===== src/nsc_pkg.sv =====
package nsc_pkg;

	// I/O port addresses
	localparam logic [15:0] NSC_ADDR_STATUS_CONTROL   = 16'h0061;
	localparam logic [15:0] NSC_ADDR_RTC_INDEX        = 16'h0070;
	localparam logic [15:0] NSC_ADDR_EXT_STATUS_CTL   = 16'h0461;
	localparam logic [15:0] NSC_ADDR_SOFTWARE_TRIGGER = 16'h0462;

	// Status/control port bit positions
	localparam int NSC_SC_PARITY_STATUS  = 7;
	localparam int NSC_SC_CHANNEL_STATUS = 6;
	localparam int NSC_SC_CHANNEL_CLEAR  = 3;
	localparam int NSC_SC_PARITY_CLEAR   = 2;

	// Extended port bit positions
	localparam int NSC_EX_FAILSAFE_STATUS = 7;
	localparam int NSC_EX_TIMEOUT_STATUS  = 6;
	localparam int NSC_EX_SOFT_STATUS     = 5;
	localparam int NSC_EX_SHORT_TIMEOUT   = 4;
	localparam int NSC_EX_TIMEOUT_ENABLE  = 3;
	localparam int NSC_EX_FAILSAFE_ENABLE = 2;
	localparam int NSC_EX_SOFT_ENABLE     = 1;
	localparam int NSC_EX_BUS_RESET       = 0;

	// Mask port layout
	localparam int NSC_MASK_BIT = 7;
	localparam int NSC_RTC_W    = 6;

	// Reset values
	localparam logic [7:0] NSC_SC_RESET  = 8'h00;
	localparam logic [7:0] NSC_EX_RESET  = 8'h00;
	localparam logic [7:0] NSC_MSK_RESET = 8'h00;

	// Minimum bus reset hold, in bus clocks
	localparam int NSC_BUS_RESET_HOLD = 8;

	// One I/O access from the bus side
	typedef struct packed {
		logic        rd;
		logic        wr;
		logic [15:0] addr;
		logic [7:0]  wdata;
	} nsc_io_s;

	// Error source events for one cycle
	typedef struct packed {
		logic parity;
		logic channel;
		logic failsafe;
		logic timeout_short;
		logic timeout_long;
	} nsc_src_s;

endpackage


===== src/nsc_nmi_status_control.sv =====
`timescale 1ns/1ps
//
// What this block does
// - Parity error sets status bit 7; NMI allowed only while control bit 2 is 0.
// - Parity status clears when control bit 2 goes one then zero.
// - Channel check error sets status bit 6; NMI allowed while control bit 3 is 0.
// - Channel status clears when control bit 3 goes one then zero.
// - Fail-safe expiry sets extended bit 7; enabled by bit 2; cleared zero-then-one.
// - Bus timeout sets extended bit 6; NMI enabled while extended bit 3 is one.
// - Timeout status clears when extended bit 3 goes zero then one.
// - Bus reset output asserts on timeout, drops when timeout status clears.
// - Extended bit 4 records short timeout (one) or long timeout (zero).
// - Software port write sets extended bit 5; enabled by bit 1; cleared zero-then-one.
// - Any write to software port requests NMI when enabled; port is write only.
// - Extended bit 0 drives bus reset output; software holds it eight clocks.
// - Mask port top bit gates all NMI sources; writing 80h masks NMI.
// - One mask-port write updates both mask bit and six-bit clock address.
// - After reset the extended port reads zero; the status port reads zero except bits 1:0, which show sc_low_bits.
//
module nsc_nmi_status_control
	import nsc_pkg::*;
(
	input  wire logic                 clk_sys,
	input  wire logic                 rst,
	input  wire logic                 io_rd,
	input  wire logic                 io_wr,
	input  wire logic [15:0]          io_addr,
	input  wire logic [7:0]           io_wdata,
	output logic      [7:0]           io_rdata,
	output logic                      io_rdata_valid,
	input  wire logic                 parity_error_n,
	input  wire logic                 expansion_channel_error_n,
	input  wire logic                 failsafe_expired,
	input  wire logic                 bus_timeout_short,
	input  wire logic                 bus_timeout_long,
	input  wire logic [3:0]           sc_low_bits,
	output logic                      nmi_request,
	output logic                      bus_reset_output,
	output logic [NSC_RTC_W-1:0]      rtc_address
);

	////////////////////////////////////////////////////////////////////////////////
	// Bus access and decode

	nsc_io_s  io;
	nsc_src_s src;
	logic     wr_sc;
	logic     wr_msk;
	logic     wr_ex;
	logic     wr_sw;
	logic     rd_sc;
	logic     rd_ex;

	always_comb begin
		io.rd         = io_rd;
		io.wr         = io_wr;
		io.addr       = io_addr;
		io.wdata      = io_wdata;
		src.parity        = ~parity_error_n;
		src.channel       = ~expansion_channel_error_n;
		src.failsafe      = failsafe_expired;
		src.timeout_short = bus_timeout_short;
		src.timeout_long  = bus_timeout_long;
	end

	nsc_decode u_decode (
		.io     (io),
		.wr_sc  (wr_sc),
		.wr_msk (wr_msk),
		.wr_ex  (wr_ex),
		.wr_sw  (wr_sw),
		.rd_sc  (rd_sc),
		.rd_ex  (rd_ex)
	);

	////////////////////////////////////////////////////////////////////////////////
	// Control registers

	logic [7:0]           sc_ctl;
	logic [7:0]           ex_ctl;
	logic                 nmi_mask;

	// Status/control port: all eight written bits are stored; only control bits 3 and 2 are used
	always_ff @(posedge clk_sys) begin
		if (rst) begin
			sc_ctl <= NSC_SC_RESET;
		end else if (wr_sc) begin
			sc_ctl <= io_wdata;
		end
	end

	// Extended port: enables and bus reset are writable, status bits are not
	always_ff @(posedge clk_sys) begin
		if (rst) begin
			ex_ctl <= NSC_EX_RESET;
		end else if (wr_ex) begin
			ex_ctl <= io_wdata;
		end
	end

	// One write sets mask and clock pointer together; reads are not supported
	always_ff @(posedge clk_sys) begin
		if (rst) begin
			nmi_mask    <= NSC_MSK_RESET[NSC_MASK_BIT];
			rtc_address <= NSC_MSK_RESET[NSC_RTC_W-1:0];
		end else if (wr_msk) begin
			nmi_mask    <= io_wdata[NSC_MASK_BIT];
			rtc_address <= io_wdata[NSC_RTC_W-1:0];
		end
	end

	////////////////////////////////////////////////////////////////////////////////
	// Sticky status flags

	logic st_parity;
	logic st_channel;
	logic st_failsafe;
	logic st_timeout;
	logic st_soft;
	logic timeout_short_flag;
	logic timeout_event;

	assign timeout_event = src.timeout_short | src.timeout_long;

	// Parity: arms on one, clears on return to zero
	nsc_sticky #(.ARM_LEVEL(1'b1)) u_parity (
		.clk_sys   (clk_sys),
		.rst       (rst),
		.set_event (src.parity),
		.ctl_bit   (sc_ctl[NSC_SC_PARITY_CLEAR]),
		.flag      (st_parity)
	);

	nsc_sticky #(.ARM_LEVEL(1'b1)) u_channel (
		.clk_sys   (clk_sys),
		.rst       (rst),
		.set_event (src.channel),
		.ctl_bit   (sc_ctl[NSC_SC_CHANNEL_CLEAR]),
		.flag      (st_channel)
	);

	// Extended sources arm on zero, clear on return to one
	nsc_sticky #(.ARM_LEVEL(1'b0)) u_failsafe (
		.clk_sys   (clk_sys),
		.rst       (rst),
		.set_event (src.failsafe),
		.ctl_bit   (ex_ctl[NSC_EX_FAILSAFE_ENABLE]),
		.flag      (st_failsafe)
	);

	nsc_sticky #(.ARM_LEVEL(1'b0)) u_timeout (
		.clk_sys   (clk_sys),
		.rst       (rst),
		.set_event (timeout_event),
		.ctl_bit   (ex_ctl[NSC_EX_TIMEOUT_ENABLE]),
		.flag      (st_timeout)
	);

	nsc_sticky #(.ARM_LEVEL(1'b0)) u_soft (
		.clk_sys   (clk_sys),
		.rst       (rst),
		.set_event (wr_sw),
		.ctl_bit   (ex_ctl[NSC_EX_SOFT_ENABLE]),
		.flag      (st_soft)
	);

	// Timeout length: short wins if both fire together
	always_ff @(posedge clk_sys) begin
		if (rst) begin
			timeout_short_flag <= 1'b0;
		end else if (timeout_event) begin
			timeout_short_flag <= src.timeout_short;
		end else if (!st_timeout) begin
			timeout_short_flag <= 1'b0;
		end
	end

	////////////////////////////////////////////////////////////////////////////////
	// Outputs

	logic next_nmi;

	// Enabled status ORed together; the global mask overrides everything
	always_comb begin
		next_nmi = (st_parity   & ~sc_ctl[NSC_SC_PARITY_CLEAR])
		         | (st_channel  & ~sc_ctl[NSC_SC_CHANNEL_CLEAR])
		         | (st_failsafe &  ex_ctl[NSC_EX_FAILSAFE_ENABLE])
		         | (st_timeout  &  ex_ctl[NSC_EX_TIMEOUT_ENABLE])
		         | (st_soft     &  ex_ctl[NSC_EX_SOFT_ENABLE]);
		if (nmi_mask) begin
			next_nmi = 1'b0;
		end
	end

	always_ff @(posedge clk_sys) begin
		if (rst) begin
			nmi_request <= 1'b0;
		end else begin
			nmi_request <= next_nmi;
		end
	end

	// Timeout status or software bit drives bus reset; software times the hold
	always_ff @(posedge clk_sys) begin
		if (rst) begin
			bus_reset_output <= 1'b0;
		end else begin
			bus_reset_output <= st_timeout | ex_ctl[NSC_EX_BUS_RESET];
		end
	end

	// Read data registered one cycle after the read strobe
	// Length bit is gated by the timeout status: its own flag drops one edge late
	always_ff @(posedge clk_sys) begin
		if (rst) begin
			io_rdata       <= 8'h00;
			io_rdata_valid <= 1'b0;
		end else begin
			io_rdata_valid <= rd_sc | rd_ex;
			if (rd_sc) begin
				io_rdata <= {st_parity, st_channel, 2'b00, sc_ctl[3:2], sc_low_bits[1:0]};
			end else if (rd_ex) begin
				io_rdata <= {st_failsafe, st_timeout, st_soft,
					(timeout_short_flag & st_timeout), ex_ctl[3:0]};
			end else begin
				io_rdata <= 8'h00;
			end
		end
	end

endmodule // nsc_nmi_status_control


===== src/nsc_sticky.sv =====
`timescale 1ns/1ps
// Sticky status flag cleared by a two-step control-bit sequence
module nsc_sticky
	import nsc_pkg::*;
#(
	parameter logic ARM_LEVEL = 1'b1
) (
	input  wire logic clk_sys,
	input  wire logic rst,
	input  wire logic set_event,
	input  wire logic ctl_bit,
	output logic      flag
);

	logic armed;

	// Arm when control reaches ARM_LEVEL, clear on return to the other level
	always_ff @(posedge clk_sys) begin
		if (rst) begin
			armed <= 1'b0;
		end else begin
			armed <= (ctl_bit == ARM_LEVEL);
		end
	end

	// Set wins over clear, so an event during the clear is kept
	always_ff @(posedge clk_sys) begin
		if (rst) begin
			flag <= 1'b0;
		end else if (set_event) begin
			flag <= 1'b1;
		end else if (armed && (ctl_bit != ARM_LEVEL)) begin
			flag <= 1'b0;
		end
	end

endmodule // nsc_sticky


===== src/nsc_decode.sv =====
`timescale 1ns/1ps
// Port address decoder for the four NMI ports
module nsc_decode
	import nsc_pkg::*;
(
	input  nsc_io_s   io,
	output logic      wr_sc,
	output logic      wr_msk,
	output logic      wr_ex,
	output logic      wr_sw,
	output logic      rd_sc,
	output logic      rd_ex
);

	// Pure decode; registered use happens in the top
	always_comb begin
		wr_sc  = io.wr && (io.addr == NSC_ADDR_STATUS_CONTROL);
		wr_msk = io.wr && (io.addr == NSC_ADDR_RTC_INDEX);
		wr_ex  = io.wr && (io.addr == NSC_ADDR_EXT_STATUS_CTL);
		wr_sw  = io.wr && (io.addr == NSC_ADDR_SOFTWARE_TRIGGER);
		rd_sc  = io.rd && (io.addr == NSC_ADDR_STATUS_CONTROL);
		rd_ex  = io.rd && (io.addr == NSC_ADDR_EXT_STATUS_CTL);
	end

endmodule // nsc_decode


===== config.mk =====
export PLATFORM = sky130hd
export DESIGN_NAME = nsc_nmi_status_control
export DESIGN_NICKNAME = d
export VERILOG_FILES = /design/src/nsc_pkg.sv /design/src/nsc_nmi_status_control.sv /design/src/nsc_sticky.sv /design/src/nsc_decode.sv
export SDC_FILE = /design/constraint.sdc
export NUM_CORES = 1
export LEC_CHECK = 0
export ABC_AREA = 1
export BUFFER_PORTS_ARGS = -buffer_cell sky130_fd_sc_hd__buf_2
export CORE_ASPECT_RATIO = 1.75
export CORE_MARGIN = 2
export CORE_UTILIZATION = 45
export DETAILED_ROUTE_END_ITERATION = 8
export PLACE_DENSITY = 0.73
export SLEW_MARGIN = 20
export SYNTH_ARGS = -nofsm -noshare
export SYNTH_HDL_FRONTEND = slang
export SYNTH_SLANG_ARGS = --single-unit

===== constraint.sdc =====
create_clock -name clk_sys -period 1.55 [get_ports clk_sys]
set_input_delay 0.0775 -clock clk_sys [delete_from_list [all_inputs] [get_ports clk_sys]]
set_output_delay 0.0775 -clock clk_sys [all_outputs]
set_load 0.02 [all_outputs]

# Word-level counts from Yosys, hierarchy flattened
# Index checks and enable logic that the tools add are counted.
# W data, S select, Z words.
dict set report op_classes {
  n_eq_ne 7
  mux 14
  n_bitwise 19
  n_reduce_logical 16
}
# op n
set op_table {}
lappend op_table {{$eq A16 B11 Y1 const B} 2}
lappend op_table {{$eq A16 B7 Y1 const B} 2}
lappend op_table {{$mux W8} 2}
lappend op_table {{$mux W1} 12}
lappend op_table {{$logic_and A1 B1 Y1} 11}
lappend op_table {{$or A1 B1 Y1} 7}
lappend op_table {{$and A1 B1 Y1} 6}
lappend op_table {{$not A1 Y1} 6}
lappend op_table {{$reduce_bool A2 Y1} 3}
lappend op_table {{$ne A2 B1 Y1 const B} 2}
lappend op_table {{$reduce_or A3 Y1} 1}
lappend op_table {{$ne A2 B2 Y1 const B} 1}
lappend op_table {{$reduce_or A2 Y1} 1}
dict set report word_totals {
  register_bits 37
  input_bits 37
  out_inout_bits 17
  wordCells 76
}

# Longest topological paths before layout
dict set report depth {
  ltp_word 6
  ltp_mapped 9
  mapped_depth_nobuf 8
}

# Cells and area by module
# A second synthesis with hierarchy kept.
dict set report unflattened {
  cells_unflattened 188
  area_unflattened_um2 1388.8
}
# mod instances cells_each area_per_inst_um2 seq_area_each_um2
set modules_own_cells {}
lappend modules_own_cells {nsc_nmi_status_control 1 109 892.1 500.5}
lappend modules_own_cells {{nsc_sticky at u_failsafe ...} 3 7 63.8 40.0}
lappend modules_own_cells {nsc_decode 1 42 170.2 0.0}
lappend modules_own_cells {{nsc_sticky at u_channel ...} 2 8 67.6 40.0}

# Least setup slack after synthesis
# Ideal clock, no wire load.
dict set report synth_path {
  path_kind {input to register}
  startpoint {in io_addr[15]}
  endpoint {reg nmi_mask}
  setup_time_ns 0.113
  t_arrival_ns 0.774
  required_ns 1.437
  setup_slack_ns 0.663
  path_stages 7
  n_path_buf 1
  cell_sequence {nor2_1 nand2_2 nor2_4 nand2_4 buf_6 nor2_1 nor2_1}
}
dict set report synth_via {
  elab_chain_len 2
}
# item line_no
set synth_rtl {}
lappend synth_rtl {{start, declared} nsc_nmi_status_control.sv:27} ;# input wire logic [15:0] io_addr,
lappend synth_rtl {{$eq A16 B7 Y1} nsc_decode.sv:18} ;# wr_msk = io.wr && (io.addr == NSC_ADDR_RTC_INDEX);
lappend synth_rtl {{$logic_and A1 B1 Y1} nsc_decode.sv:18}
lappend synth_rtl {{end signal, assigned} nsc_nmi_status_control.sv:104} ;# nmi_mask <= NSC_MSK_RESET[NSC_MASK_BIT];
lappend synth_rtl {{end signal, assigned} nsc_nmi_status_control.sv:107} ;# nmi_mask <= io_wdata[NSC_MASK_BIT];
lappend synth_rtl {{end, declared} nsc_nmi_status_control.sv:81} ;# logic nmi_mask;
# Every way passes these cells.
# A chain may end at the register's enable or synchronous reset.

# Worst setup path after layout
dict set report layout_path {
  startpoint {reg u_timeout.flag}
  endpoint {reg nmi_request}
}
dict set report layout_via {
  elab_chain_len 3
}
# item line_no
set layout_rtl {}
lappend layout_rtl {{start, declared} nsc_sticky.sv:12} ;# output logic flag
lappend layout_rtl {{start signal, assigned} nsc_sticky.sv:29} ;# flag <= 1'b0;
lappend layout_rtl {{start signal, assigned} nsc_sticky.sv:31} ;# flag <= 1'b1;
lappend layout_rtl {{start signal, assigned} nsc_sticky.sv:33} ;# flag <= 1'b0;
lappend layout_rtl {{$and A1 B1 Y1} nsc_nmi_status_control.sv:188} ;# | (st_timeout & ex_ctl[NSC_EX_TIMEOUT_ENABLE])
lappend layout_rtl {{$or A1 B1 Y1} nsc_nmi_status_control.sv:188}
lappend layout_rtl {{$or A1 B1 Y1} nsc_nmi_status_control.sv:189} ;# | (st_soft & ex_ctl[NSC_EX_SOFT_ENABLE]);
lappend layout_rtl {{end signal, assigned} nsc_nmi_status_control.sv:199} ;# nmi_request <= next_nmi;
lappend layout_rtl {{end, declared} nsc_nmi_status_control.sv:37} ;# output logic nmi_request,
# Every way passes these cells.

==> impl_metrics.env <==
export IMPL_status="finished clean"
export IMPL_fmaxAchievable_mhz=1080
export IMPL_ys_seq_elements=35
export IMPL_rsz0062_at_grt="no"
export IMPL_drv_cap=0
export IMPL_synth_distinct_cells=19
export IMPL_tightest_slew_ns=0.722
export IMPL_start_util=0.468
export IMPL_wl_per_cell_um=9.18
export IMPL_insertion_delay_ns=0.28
export IMPL_cts_sinks=35
export IMPL_antenna_found_initial=0
export IMPL_hold_path_end="nmi_mask$_SDFFE_PP0P_"
export IMPL_yosys_warnings=0
export IMPL_grt_use_total=0.171
export IMPL_dp_slack_ns=0.375
export IMPL_ff2ff_setup_slack_ns=0.63
export IMPL_dpl_instance_area_mm2=0.00185
export IMPL_rr_endpoint="nmi_request$_SDFF_PP0_"
export IMPL_worstSetupPathType="flop to flop"
export IMPL_mostFrequentLayoutCells="64 x nand2_1, 50 x buf_2, 46 x nor2_1"
export IMPL_crit_fanout=4
export IMPL_drt_iter0_drc=22
export IMPL_portBuffers=50
export IMPL_worstHoldStart="io_wdata[7]"
export IMPL_numCtsBuffers=5
export IMPL_netlist_instances=234
export IMPL_fin_area_mm2=0.00200
export IMPL_skew_ns=0.00357
export IMPL_finalHoldViolations=0
export IMPL_finalNonFillerCells=335
export IMPL_io_pins=54
export IMPL_cp_cell_sequence="inv_1 -> o22ai_1 -> nor2_1 -> nor3_1"
export IMPL_synth_nets=271
export IMPL_drive_above_1_share=0.241
export IMPL_cts_resized=0
export IMPL_crit_path_end_kind="flop"
export IMPL_vdd_drop_max_uv=749
export IMPL_slowest_delay_ns=0.39
export IMPL_tns_ns=0
export IMPL_drt_first_pass_iters=4
export IMPL_finalCriticalPeriod_ns=0.924
export IMPL_min_path_cells=3
export IMPL_cts_buffer_depth=2
export IMPL_synth_edf_count=0
export IMPL_fin_nets=326
export IMPL_diodes=0
export IMPL_rows=28
export IMPL_vias_per_cell=4.53
export IMPL_crit_arrival_ns=1.14
export IMPL_syn_area_per_cell_um2=6.73
export IMPL_synth_main_ff_cell="dfxtp_1"
export IMPL_post_cts_setup_buffers=0
export IMPL_fin_crit_sh=0.596
export IMPL_dieArea_mm2=0.00401
export IMPL_synth_area_mm2=0.00157
export IMPL_dp_hpwl_mm=2.36
export IMPL_powerDensity_mw_per_mm2=953
export IMPL_fill_cells=351
export IMPL_drc=0
export IMPL_synthToLayoutAreaGrowth_pct=26.9
export IMPL_cts_hold_buf=3
export IMPL_place_inst=324
export IMPL_drt_wl_total_mm=3.07
export IMPL_cts_tree="yes"
export IMPL_crit_required_ns=1.76
export IMPL_postRouteAntennaNets=0
export IMPL_maxSlewViolCount=0
export IMPL_setup_violations_final=0
export IMPL_core_area_mm2=0.00336
export IMPL_grt_pass1_vias=1335
export IMPL_seq_area_frac_synth=0.445
export IMPL_hold_class="primary input to flop"
export IMPL_synth_async_reset_ratio=0
export IMPL_cts_htree_levels=2
export IMPL_timing_slew_headroom=0.518
export IMPL_p_leak_uw=0.00107
export IMPL_setup_ws_ns=0.626
export IMPL_rr_startpoint="u_timeout.flag$_SDFFE_PP0P_"
export IMPL_r2r_cells=4
export IMPL_gp_congestion=0.850
export IMPL_start_kind="flop"
export IMPL_vias=1516
export IMPL_cts_root_buffer="clkbuf_8"
export IMPL_slowest_stage="dfxtp_1"
export IMPL_die_x_um=48.7
export IMPL_grt_first_pass_wirelength_mm=5.26
export IMPL_grt_ovfl_total=0
export IMPL_grt_max_degree=26
export IMPL_clkSlewWorstSetupHoldPaths_ns=0.07
export IMPL_layout_commonest_cell="nand2_1"
export IMPL_die_h_um=82.2
==> metal layers <==
layer	GRT usage	vias to the layer above	wire (µm)
met5	0	-	0
met4	0.131	0	140
met3	0.0396	16	145
met2	0.318	41	1570
met1	0.162	642	1220
li1	-	817	-
==> area by class of cell <==
class                           instances  area (µm²)  share of cell area
Clock buffer                            6        82.6              0.0413
Clock inverter                          2        35.0              0.0175
Inverter                               41         154              0.0770
Multi-Input combinational cell        152         682               0.341
Sequential cell                        35         701               0.351
Tap cell                               45        56.3              0.0282
Timing Repair Buffer                   54         288               0.144
==> how the worst max path moves through the flow <==
stage                     slack [ns]                   endpoint                         from
final                           0.63     nmi_request$_SDFF_PP0_  u_timeout.flag$_SDFFE_PP0P_
after global routing            0.46     io_rdata[3]$_SDFF_PP0_                   io_addr[7]
after CTS                       0.62     nmi_request$_SDFF_PP0_  u_timeout.flag$_SDFFE_PP0P_
after detailed placement        0.38  io_rdata_valid$_SDFF_PP0_                   io_addr[7]
after global placement          0.41  io_rdata_valid$_SDFF_PP0_                   io_addr[7]
after floorplan                 0.66      nmi_mask$_SDFFE_PP0P_                  io_addr[15]
==> through the flow <==
step | hold slack [ns] | total power, µW | util
after floorplan | 0.154 | 1020 | -
after global placement | 0.259 | 1080 | 0.550
after detailed placement | 0.266 | 1080 | 0.550
after CTS | 0.00552 | 1920 | 0.594
after global routing | 0.0232 | 1980 | 0.594
final | 0.00994 | 1900 | 0.594
==> cells in the mapped netlist (2+ instances only) <==
| master | count | area (µm²) |
|---|---|---|
| a21oi_1 | 6 | 30.0 |
| buf_2 | 3 | 15.0 |
| dfxtp_1 | 35 | 701 |
| inv_1 | 41 | 154 |
| nand2_1 | 64 | 240 |
| nand2_2 | 2 | 12.5 |
| nand3_1 | 6 | 30.0 |
| nand4_1 | 15 | 93.8 |
| nor2_1 | 46 | 173 |
| nor2_2 | 4 | 25.0 |
| nor2_4 | 3 | 33.8 |
| nor3_1 | 2 | 10.0 |
==> state kept, by name, indices dropped and copies added, names as in the netlist <==
signal              count
u_soft.armed            1
u_parity.armed          1
nmi_mask                1
io_rdata_valid          1
ex_ctl                  4
rtc_address             6
u_channel.flag          1
bus_reset_output        1
nmi_request             1
u_parity.flag           1
u_failsafe.armed        1
u_channel.armed         1
u_soft.flag             1
u_timeout.armed         1
u_timeout.flag          1
sc_ctl                  2
u_failsafe.flag         1
io_rdata                8
timeout_short_flag      1
==> power breakdown <==
| part | total [µW] | leakage, µW | switching, µW | internal [µW] |
|---|---|---|---|---|
| Combinational | 140 | 0.000728 | 78.7 | 60.9 |
| Clock | 839 | 0.0000612 | 319 | 520 |
| Sequential | 926 | 0.000285 | 10.2 | 916 |
| Total | 1900 | 0.00107 | 408 | 1500 |
==> critical path, delay by kind of cell, from the launching register on <==
family	cells	cell delay [ns]
flops	1	0.39
compound gates	1	0.19
simple gates	2	0.19
buf+inv	1	0.08
==> kinds of logic (layout without fill, tap and decap cells) <==
| kind of cell | count (synthesis) | in the layout | synth area share |
|---|---|---|---|
| AOI/OAI and AO/OA | 8 | 8 | 0.0270 |
| buffers and inverters | 47 | 103 | 0.122 |
| DFF | 35 | 35 | 0.445 |
| and+or+nand+nor | 144 | 144 | 0.406 |
No activity file was read; power rests on OpenSTA's default activity.
